==> src/hw/tbdo_pkg.sv <==
// Purpose: shared constants and types of the time base and buzzer divider block
// Assumes: classic wishbone slave with 32-bit data, byte address = 4 * register index
// Notes:   control register is 8 bits wide, upper bus bits read as zero
package tbdo_pkg;

	// register indices and byte addresses
	localparam logic [7:0] TBDO_CTRL_INDEX   = 8'h36;
	localparam logic [7:0] TBDO_STAT_INDEX   = 8'h37;
	localparam logic [7:0] TBDO_MASK_INDEX   = 8'h38;
	localparam logic [9:0] TBDO_CTRL_ADDR    = {TBDO_CTRL_INDEX, 2'b00};
	localparam logic [9:0] TBDO_STAT_ADDR    = {TBDO_STAT_INDEX, 2'b00};
	localparam logic [9:0] TBDO_MASK_ADDR    = {TBDO_MASK_INDEX, 2'b00};

	// control field positions
	localparam int         TBDO_BUZZ_EN_BIT  = 7;
	localparam int         TBDO_BUZZ_SEL_LSB = 5;
	localparam int         TBDO_SRC_SEL_BIT  = 4;
	localparam int         TBDO_TB_EN_BIT    = 3;
	localparam int         TBDO_IVAL_LSB     = 0;

	// values after reset
	localparam logic [7:0] TBDO_CTRL_RESET   = 8'h00;
	localparam logic [0:0] TBDO_STAT_RESET   = 1'h0;
	localparam logic [0:0] TBDO_MASK_RESET   = 1'h0;

	// divider chain lengths
	localparam int         TBDO_HF_WIDTH     = 23;
	localparam int         TBDO_LF_WIDTH     = 15;

	// status and mask layout: bit 0 is the time base tick
	localparam int         TBDO_EVT_TICK_BIT = 0;

	typedef struct packed {
		logic       buzzer_output_enable;
		logic [1:0] buzzer_frequency_select;
		logic       divider_source_select;
		logic       time_base_enable;
		logic [2:0] interval_select;
	} tbdo_ctrl_type;

	typedef struct packed {
		logic        cyc;
		logic        stb;
		logic        we;
		logic [9:0]  adr;
		logic [3:0]  sel;
		logic [31:0] dat;
	} tbdo_wb_req_type;

endpackage

==> src/hw/tbdo_timer.sv <==
// Purpose: periodic time base interrupt, deep mode release and buzzer square wave
// Assumes: i_sys_clk is the high-frequency clock, i_low_freq_tick is one pulse per
//          low-frequency clock period, all inputs synchronous to i_sys_clk
// Notes:   wishbone classic slave, one wait state, ack pulse one cycle
//
// The Wishbone slave port is this design's own decision.
`timescale 1ns/1ns
module tbdo_timer (
	// clock, reset, clock enable
	input  wire logic        i_sys_clk,
	input  wire logic        i_rst_b,
	input  wire logic        i_clk_en,
	// wishbone slave
	input  wire logic        i_wb_cyc,
	input  wire logic        i_wb_stb,
	input  wire logic        i_wb_we,
	input  wire logic [9:0]  i_wb_adr,
	input  wire logic [3:0]  i_wb_sel,
	input  wire logic [31:0] i_wb_dat,
	output logic      [31:0] o_wb_dat,
	output logic             o_wb_ack,
	// clock source and mode
	input  wire logic        i_low_freq_tick,
	input  wire logic        i_slow_mode,
	// events and pins
	output logic             o_time_base_interrupt,
	output logic             o_deep_wake_request,
	output logic             o_buzzer_output_pin,
	output logic             o_irq
);

	tbdo_pkg::tbdo_wb_req_type          req;
	tbdo_pkg::tbdo_ctrl_type            ctrl;
	logic [tbdo_pkg::TBDO_HF_WIDTH-1:0] hf_cnt;
	logic [tbdo_pkg::TBDO_LF_WIDTH-1:0] lf_cnt;
	logic                               lf_active;
	logic                               lf_prev;
	logic                               tb_tap;
	logic                               bz_tap;
	logic                               tb_prev;
	logic                               ctrl_wr_q;
	logic                               tb_fall;
	logic [0:0]                         status;
	logic [0:0]                         mask;
	logic [2:0]                         sel_hit;
	logic                               bus_go;
	logic                               wr_ctrl;
	logic                               wr_stat;
	logic                               wr_mask;
	logic [31:0]                        next_rdata;

	// interval tap from either chain
	function automatic logic pick_tb(input logic [2:0] code, input logic lf,
		input logic [tbdo_pkg::TBDO_HF_WIDTH-1:0] hf_c,
		input logic [tbdo_pkg::TBDO_LF_WIDTH-1:0] lf_c);
		logic t;
		t = 1'b0;
		if (lf) begin
			case (code)
				3'h0:    t = lf_c[14];
				3'h1:    t = lf_c[12];
				3'h2:    t = lf_c[7];
				3'h3:    t = lf_c[5];
				3'h4:    t = lf_c[4];
				3'h5:    t = lf_c[3];
				3'h6:    t = lf_c[2];
				default: t = lf_c[0];
			endcase
		end else begin
			case (code)
				3'h0:    t = hf_c[22];
				3'h1:    t = hf_c[20];
				3'h2:    t = hf_c[15];
				3'h3:    t = hf_c[13];
				3'h4:    t = hf_c[12];
				3'h5:    t = hf_c[11];
				3'h6:    t = hf_c[10];
				default: t = hf_c[8];
			endcase
		end
		return t;
	endfunction

	// buzzer tap from either chain
	function automatic logic pick_bz(input logic [1:0] code, input logic lf,
		input logic [tbdo_pkg::TBDO_HF_WIDTH-1:0] hf_c,
		input logic [tbdo_pkg::TBDO_LF_WIDTH-1:0] lf_c);
		logic t;
		t = 1'b0;
		case (code)
			2'h0:    t = lf ? lf_c[4] : hf_c[12];
			2'h1:    t = lf ? lf_c[3] : hf_c[11];
			2'h2:    t = lf ? lf_c[2] : hf_c[10];
			default: t = lf ? lf_c[1] : hf_c[9];
		endcase
		return t;
	endfunction

	// register select from a byte address: bit 0 control, bit 1 status, bit 2 mask
	function automatic logic [2:0] reg_select(input logic [9:0] adr);
		logic [2:0] hit;
		hit    = 3'h0;
		hit[0] = (adr == tbdo_pkg::TBDO_CTRL_ADDR);
		hit[1] = (adr == tbdo_pkg::TBDO_STAT_ADDR);
		hit[2] = (adr == tbdo_pkg::TBDO_MASK_ADDR);
		return hit;
	endfunction

	assign req = '{cyc: i_wb_cyc, stb: i_wb_stb, we: i_wb_we, adr: i_wb_adr,
		sel: i_wb_sel, dat: i_wb_dat};

	// a request is served once; ack drops in the cycle after it was given
	assign bus_go  = req.cyc & req.stb & ~o_wb_ack;
	assign sel_hit = reg_select(req.adr);
	assign wr_ctrl = bus_go & req.we & req.sel[0] & sel_hit[0];
	assign wr_stat = bus_go & req.we & req.sel[0] & sel_hit[1];
	assign wr_mask = bus_go & req.we & req.sel[0] & sel_hit[2];

	assign lf_active = ctrl.divider_source_select | i_slow_mode;
	assign tb_tap    = pick_tb(ctrl.interval_select, lf_active, hf_cnt, lf_cnt);
	assign bz_tap    = pick_bz(ctrl.buzzer_frequency_select, lf_active, hf_cnt, lf_cnt);

	// a control write or a source switch changes the tap, so that compare is not an edge
	assign tb_fall   = tb_prev & ~tb_tap & ~ctrl_wr_q & (lf_prev == lf_active);

	assign o_irq     = |(status & mask);

	// free-running divider chains, never cleared by software
	always_ff @(posedge i_sys_clk) begin
		if (!i_rst_b) begin
			hf_cnt <= '0;
			lf_cnt <= '0;
		end else if (i_clk_en) begin
			hf_cnt <= hf_cnt + 23'h1;
			if (i_low_freq_tick) begin
				lf_cnt <= lf_cnt + 15'h1;
			end
		end
	end

	// control register
	always_ff @(posedge i_sys_clk) begin
		if (!i_rst_b) begin
			ctrl      <= tbdo_pkg::TBDO_CTRL_RESET;
			ctrl_wr_q <= 1'b0;
		end else if (i_clk_en) begin
			ctrl_wr_q <= wr_ctrl;
			if (wr_ctrl) begin
				ctrl <= req.dat[7:0];
			end
		end
	end

	// falling-edge detector, interrupt and release request
	always_ff @(posedge i_sys_clk) begin
		if (!i_rst_b) begin
			tb_prev               <= 1'b0;
			lf_prev               <= 1'b0;
			o_time_base_interrupt <= 1'b0;
			o_deep_wake_request   <= 1'b0;
		end else if (i_clk_en) begin
			tb_prev               <= tb_tap;
			lf_prev               <= lf_active;
			o_time_base_interrupt <= ctrl.time_base_enable & tb_fall;
			o_deep_wake_request   <= ctrl.time_base_enable & tb_fall;
		end else begin
			o_time_base_interrupt <= o_time_base_interrupt;
		end
	end

	// buzzer pin: idles low while disabled
	always_ff @(posedge i_sys_clk) begin
		if (!i_rst_b) begin
			o_buzzer_output_pin <= 1'b0;
		end else if (i_clk_en) begin
			o_buzzer_output_pin <= ctrl.buzzer_output_enable & bz_tap;
		end
	end

	// sticky status, write one to clear; a new tick beats the clear
	always_ff @(posedge i_sys_clk) begin
		if (!i_rst_b) begin
			status <= tbdo_pkg::TBDO_STAT_RESET;
			mask   <= tbdo_pkg::TBDO_MASK_RESET;
		end else if (i_clk_en) begin
			if (o_time_base_interrupt) begin
				status[tbdo_pkg::TBDO_EVT_TICK_BIT] <= 1'b1;
			end else if (wr_stat && req.dat[tbdo_pkg::TBDO_EVT_TICK_BIT]) begin
				status[tbdo_pkg::TBDO_EVT_TICK_BIT] <= 1'b0;
			end
			if (wr_mask) begin
				mask <= req.dat[0:0];
			end
		end
	end

	// read mux; unmapped addresses read zero and still ack
	always_comb begin
		next_rdata = 32'h0;
		case (sel_hit)
			3'h1:    next_rdata = {24'h0, ctrl};
			3'h2:    next_rdata = {31'h0, status};
			3'h4:    next_rdata = {31'h0, mask};
			default: next_rdata = 32'h0;
		endcase
	end

	always_ff @(posedge i_sys_clk) begin
		if (!i_rst_b) begin
			o_wb_ack <= 1'b0;
			o_wb_dat <= 32'h0;
		end else if (i_clk_en) begin
			o_wb_ack <= bus_go;
			if (bus_go && !req.we) begin
				o_wb_dat <= next_rdata;
			end
		end
	end
endmodule

==> config.mk <==
export PLATFORM = sky130hd
export DESIGN_NAME = tbdo_timer
export DESIGN_NICKNAME = d
export VERILOG_FILES = /design/src/hw/tbdo_pkg.sv /design/src/hw/tbdo_timer.sv
export SDC_FILE = /design/constraint.sdc
export NUM_CORES = 1
export LEC_CHECK = 0
export ABC_AREA = 0
export BUFFER_PORTS_ARGS = -buffer_cell sky130_fd_sc_hd__buf_2
export CORE_AREA = 4 4 66 114
export DETAILED_ROUTE_END_ITERATION = 8
export DIE_AREA = 0 0 70 118
export GPL_TIMING_DRIVEN = 0
export PLACE_DENSITY = 0.75
export SLEW_MARGIN = 20
export SYNTH_ARGS = -nofsm -noshare
export SYNTH_HDL_FRONTEND = slang
export SYNTH_SLANG_ARGS = --single-unit
==> constraint.sdc <==
create_clock -name i_sys_clk -period 2 [get_ports i_sys_clk]
set_clock_uncertainty 0.15 [all_clocks]
set_input_delay 0 -clock i_sys_clk [delete_from_list [all_inputs] [get_ports i_sys_clk]]
set_output_delay 0 -clock i_sys_clk [all_outputs]
set_load 0.1 [all_outputs]
==> results of run 1 <==
[logic make-up after synthesis]
kind of cell    after synthesis
xor+xnor                     34
flops                        62
fa+ha+maj                     2
simple gates                153
compound gates               29
other cells                   1
buf+inv                      48
mux                          17
[through the flow]
stage          cell area (sq um)  hold WS (ns)  power (mW)
4_1_cts                     4044       0.01023       3.014
6_report                    4046     -0.005604       2.987
3_5_place_dp                3611        0.1194       1.629
2_1_floorplan               3318     -0.003628       1.579
3_3_place_gp                3611        0.1126       1.626
5_1_grt                     4046       0.03305       3.100
[worst max-delay path by stage]
stage	slack (ns)	end	cells after the start
3_5_place_dp	0.06	hf_cnt[22]	7
2_1_floorplan	0.07	ctrl[0]	5
3_3_place_gp	0.11	hf_cnt[22]	7
5_1_grt	0.02	tb_prev	6
4_1_cts	0.0004	hf_cnt[22]	7
6_report	0.10	tb_prev	6
[flip-flops by register name (all words and copies together), names as in the netlist, 8 cells and up]
| signal | count |
|---|---|
| hf_cnt | 23 |
| lf_cnt | 15 |
| ctrl | 8 |
| o_wb_dat | 8 |
[layout make-up]
type                    instances  share of cell area (%)
plain buffers                  37                   6.586
clock buffers                  15                   6.370
clock inverters                 1                  0.1237
inverters                       8                  0.7421
multi-input cells             259                   43.85
flip-flops and latches         62                   30.70
well taps                      82                   2.536
repair buffers                 56                   9.091
[report_power, final]
| part | total [mW] | internal (mW) | switching, mW |
|---|---|---|---|
| clock | 1.36 | 0.869 | 0.487 |
| sequential | 1.26 | 1.25 | 0.0130 |
| combinational | 0.369 | 0.104 | 0.265 |
[layout by cell type, fill, tap and decap left out, types with 12 or more instances in the layout]
cell and count:
xnor2_1 18, nand2_1 28, conb_1 24, nand3_1 13
dlygate4sd3_1 17, mux2i_1 12, xor2_1 16, dfxtp_1 61
buf_2 39, buf_4 26, clkbuf_1 12, nor2b_1 17
and2_1 36
[worst min-delay path, stage by stage]
cell     delay (ns)
buf_2          0.15
nor4_4         0.06
a22oi_1        0.14
nor2b_1        0.06
[metal layers]
metal	part of all wire [%]	up-vias	wire length, um	track usage, %
met3	4.1	16	291	5.128
met5	0	-	0	0
met1	37	1208	2619	17.29
met2	56	54	3958	33.89
met4	2.6	0	182	7.914
li1	-	1318	-	-
[timing repair]
item                                    CTS  global route
resized for setup                         0             1
endpoints found under the setup margin    0             7
endpoints found under the hold margin    19             0
setup buffers                             0             1
hold buffers                             17             0
==> summary.md, run 1 <==
| Metric | Value |
|---|---|
| Hold WC Path Type | `in2reg` |
| Full die area | `8260 sq um` |
| Fin Hold WS | `-0.005604 ns` |
| Clk pin slew, worst setup/hold paths | `approximately 0.05 ns` |
| Most frequent cells after synthesis | `dfxtp_1, and2_1, nand2_1` |
| Placed cell count | `just under 500` |
| Synth area leaders | `dfxtp_1, and2_1, buf_4` |
| P&R area growth vs syn | `25.25%` |
| Post-synthesis sequential area ratio | `between 30% and 40%` |
| Worst slew pin tran | `0.5384 ns` |
| Failing checks | `negative hold slack` |
| Synth Area in Adders | `less than 1%` |
| VDD IR max | `491.7 uV` |
| Initial drt markers | `118` |
| I/O pin total | `91` |
| Die height | `~120 um` |
| Fmax | `~0.53 GHz` |
| Worst R2R Path Depth | `6` |
| Crit share post-route | `94.97%` |
| Xor and xnor fraction of the mapped netlist area | `9.218%` |
| Synth warnings | `0` |
| Hold Path Sink | `o_wb_dat[3]` |
| Crit path largest cell delay | `around 0.56 ns` |
| Crit path DAT | `a little under 2 ns` |
| Detailed Place HPWL | `~5100 um` |
| Critical Path End Type | `flip-flop` |
| Max Fanout on Critical Path | `10` |
| TNS Setup | `0 ns` |
| Syn avg cell area | `roughly 9.3 sq um` |
| 1st-pass router iterations | `4` |
| Register bit total from synthesis | `62` |
| Synth top area share | `between 30% and 40%` |
| DR vias | `between 2k and 3k` |
| Status | `complete, but fails checks` |
| Dominant combinational cell family by area after synthesis | `simple AND/OR/NAND/NOR gates` |
| Initial antenna violation count | `0` |
| CTS buffer count | `9` |
| Fin cells | `520` |
| Critical R2R Capture | `tb_prev` |
| Worst Min Path Start | `i_wb_adr[2]` |
| Clock Path Buffers | `2` |
| Clock Tree Root | `clkbuf_16` |
| First-pass GRT wire length | `~12000 um` |
| Clock latency at the later pin of the worst-skew pair | `roughly 0.32 ns` |
| Grt total ovfl | `0` |
| Vias per cell | `4.992` |
| CTS tree | `done` |
| Fin nets | `around 490` |
| Simple-Gate Fraction of Synth Area | `between 20% and 30%` |
| Vias in the first global route | `between 2k and 3k` |
| Unrepaired setup endpoints after global routing | `no` |
| Post-synth EDFFs | `0` |
| Reg2reg start | `ctrl[1]` |
| Width of the chip | `70 um` |
| DRC | `0` |
| Most frequent cell after synthesis | `dfxtp_1` |
| Area of the multi-input gates | `~1800 sq um` |
| Final worst slack | `~0.10 ns` |
| R2R setup slack | `0.10 ns` |
| Worst Hold Path Cells | `4` |
| Critical path class | `reg2reg` |
| WL per Instance | `about 14 um` |
| Cell Rows | `39` |
| Initial core utilization | `around half` |
| Number of fill cells | `~560` |
| CP max-delay cell | `mux4_1` |
| Critical path startpoint category | `flip-flop` |
| CTS HTree Levels | `3` |
| Pleak | `around 1.8 nW` |
| Finish-stage setup viols | `0` |
| Synth Instances | `around 350` |
| Ratio of cells with drive above 1 in the final layout | `a little over a fifth` |
| Compound-Gate Fraction of Synth Area | `roughly 6.6%` |
| DRT Wirelength | `between 7000 and 8000 um` |
| Final Hold Vio Count | `1` |
| Pin count of the biggest net entering global routing | `11` |
| Asr flop ratio synth | `0%` |
| N_diodes | `0` |
| Yosys cell types | `55` |
| Max-Cap Viols | `0` |
| FF/Latch Area | `1242 sq um` |
| Top_reg_cell synth | `dfxtp_1` |
| Core ar. | `about 6500 sq um` |
| PortBufs | `38` |
| Tot GR Track Use | `17.87%` |
| Mapped Area | `about 3200 sq um` |
| Post-synthesis mux area share | `between 7 and 8%` |
| Critical Path RT | `~2 ns` |
| Antenna Nets Post-Route | `0` |
| Slew Limit Fails | `0` |
| Slew HR | `64.02%` |
| Crit. Startpoint | `ctrl[1]` |
| RD Place Congestion | `around 0.8` |
| Pre-CTS setup slack | `0.06193 ns` |
| Cell taking the most area after synthesis | `dfxtp_1` |
| CP Buf/Inv Count | `1` |
| CP top delay family | `multiplexers` |
| Period minus WS final | `approximately 1.9 ns` |
| # clock sinks | `62` |
| Crit path cell chain | `buf_6 -> mux4_1 -> mux2_2 -> nand2_2 -> nand2_1 -> o221a_1` |
| PD cells | `approximately 740 nW/um^2` |
| Post-layout util | `between 60 and 70%` |
Power figures use the tool's default switching activity.
==> inputs of run 2 (changes only) <==
CORE_AREA = 4 4 78 135   (was 4 4 66 114)
CTS_CLUSTER_DIAMETER = 200   (was not set)
DIE_AREA = 0 0 82 139   (was 0 0 70 118)
PLACE_DENSITY = not set   (was 0.75)
==> run 2 against run 1 <==
Effect of this change:
- sequential power about the same
- register-to-register slack improved by 0.02 ns
- the flow now finishes without violations
- total power increased by 1.9%
- wire length increased by 0.24%
- combinational power about the same
- non-clock buffer count increased by 2
- largest cell class unchanged
- critical path depth unchanged
==> summary.md, run 2 (synthesis gave the netlist of run 1 again) <==
| Metric | Value |
|---|---|
| CTS HTree Levels | `3` |
| Unrepaired setup endpoints after global routing | `yes` |
| N_diodes | `0` |
| WL per Instance | `~13 um` |
| DRC | `0` |
| P&R area growth vs syn | `27.42%` |
| PortBufs | `38` |
| CTS tree | `done` |
| Finish-stage setup viols | `0` |
| Width of the chip | `between 80 and 90 um` |
| Reg with most FFs | `hf_cnt` |
| Vias in the first global route | `2526` |
| Clock Tree Root | `clkbuf_16` |
| Switching Share | `26.36%` |
| Tot GR Track Use | `a little over an eighth` |
| Clock Path Buffers | `2` |
| Detailed Place HPWL | `about 5300 um` |
| Period minus WS final | `1.878 ns` |
| Status | `finished, final reports clean` |
| Initial antenna violation count | `0` |
| Crit path cell chain | `buf_6 -> mux4_1 -> mux2_2 -> nand2_2 -> nand2_1 -> o221a_1` |
| Core ar. | `roughly 9400 sq um` |
| Ratio of cells with drive above 1 in the final layout | `22.10%` |
| Flop pwr share | `about two fifths` |
| CTS buffer count | `9` |
| # clock sinks | `62` |
| Antenna Nets Post-Route | `0` |
| Crit path DAT | `between 1.5 and 2 ns` |
| Full die area | `around 11000 sq um` |
| Slew HR | `63.57%` |
| Initial drt markers | `between 80 and 90` |
| Critical path startpoint category | `flip-flop` |
| I/O pin total | `a little over 90` |
| Tot Pwr | `3.043 mW` |
| RD Place Congestion | `~0.76` |
| DRT Wirelength | `7069 um` |
| Initial core utilization | `34.34%` |
| Clock power share | `~47%` |
| Crit share post-route | `a little over nine tenths` |
| Critical Path RT | `between 2 and 2.5 ns` |
| Crit path largest cell delay | `approximately 0.55 ns` |
| Max Fanout on Critical Path | `10` |
| Most common cell after layout, fill and taps aside | `dfxtp_1` |
| Pleak | `1.784 nW` |
| Sw Pwr | `0.8022 mW` |
| Vias per cell | `around 4.6` |
| Number of fill cells | `around 950` |
| Fin nets | `around 490` |
| P_int | `2.241 mW` |
| VDD IR max | `420.8 uV` |
| Top Registers | `hf_cnt: 23 flops, lf_cnt: 15 flops` |
| Worst slew pin tran | `0.5452 ns` |
| Clk pin slew, worst setup/hold paths | `0.05 ns` |
| Hold WC Path Type | `in2reg` |
| Number of flip-flops in the largest register | `23` |
| 1st-pass router iterations | `4` |
| Commonest non-fill, non-tap cells in the layout | `dfxtp_1, buf_2, and2_1` |
| Cell Rows | `47` |
| Combinational Power Share | `roughly 12%` |
| Slew Limit Fails | `0` |
| DR vias | `roughly 2.6k` |
| PD cells | `about 740 nW/um^2` |
| Final Hold Vio Count | `0` |
| Critical path class | `reg2reg` |
| Max-Cap Viols | `0` |
| CP max-delay cell | `mux4_1` |
| Grt total ovfl | `0` |
| Die height | `approximately 140 um` |
| Critical Path End Type | `flip-flop` |
| Clock latency at the later pin of the worst-skew pair | `~0.32 ns` |
| Fmax | `0.5326 GHz` |
| Fin Hold WS | `approximately 0.039 ns` |
| First-pass GRT wire length | `11540 um` |
| Pin count of the biggest net entering global routing | `11` |
## run 2: timing repair
| action | CTS | global route |
|---|---|---|
| endpoints found under the setup margin | 0 | 9 |
| gates resized for setup | 0 | 1 |
| hold buffers | 17 | 0 |
| endpoints found under the hold margin | 19 | 0 |
| buffers inserted | 0 | 1 |
## run 2: final cells by class
type,instances,area (sq um),share of cell area [%]
Multi-Input combinational cell,259,1774,43.10
Sequential cell,62,1242,30.18
Timing Repair Buffer,56,367.9,8.936
Buffer,39,274.0,6.657
Clock buffer,11,252.7,6.140
Tap cell,122,152.6,3.708
Inverter,8,30.03,0.7295
Clock inverter,4,22.52,0.5471
## run 2: worst paths after layout
path / from / endpoint / slack (ns) / cells after the start
setup reg to reg: ctrl[1] / tb_prev / 0.12 / 6
hold reg to reg: ctrl_wr_q / ctrl_wr_q / 0.33 / 2
hold / removal: i_wb_adr[2] / status / 0.04 / 6
setup / recovery: ctrl[1] / tb_prev / 0.12 / 6
## run 2: metal layers
layer | up-vias | routed length [um] | track usage (%)
met5 | - | 0 | 0
met4 | 0 | 114 | 6.567
met3 | 9 | 274 | 3.511
met2 | 53 | 3922 | 23.71
met1 | 1194 | 2758 | 13.44
li1 | 1325 | - | -
## run 2: power by group through the flow
stage          Sequential [mW]  Clock, mW  Combinational, mW
2_1_floorplan             1.29          0              0.291
3_3_place_gp              1.28          0              0.344
3_5_place_dp              1.29          0              0.345
4_1_cts                   1.26       1.45              0.369
5_1_grt                   1.26       1.50              0.390
6_report                  1.26       1.42              0.368
## run 2: through the flow
step	setup WS (ns)	area (sq um)	utilization, %	TNS (ns)	cells
3_3_place_gp	0.09155	3661	38.91	0	529
3_5_place_dp	0.08951	3661	38.91	0	529
5_1_grt	-0.01132	4116	43.75	-0.01132	561
6_report	0.1224	4116	43.75	0	561
2_1_floorplan	0.07251	3318	-	0	369
4_1_cts	0.01107	4106	43.64	0	561
## run 2: worst max-delay path, delay by kind of cell (launching register included)
family / cells / cell delay [ns]
multiplexers: 2 / 0.84
AO/OA/AOI/OAI: 1 / 0.19
AND/OR/NAND/NOR: 2 / 0.13
buffers and inverters: 1 / 0.14
flip-flops: 1 / 0.32
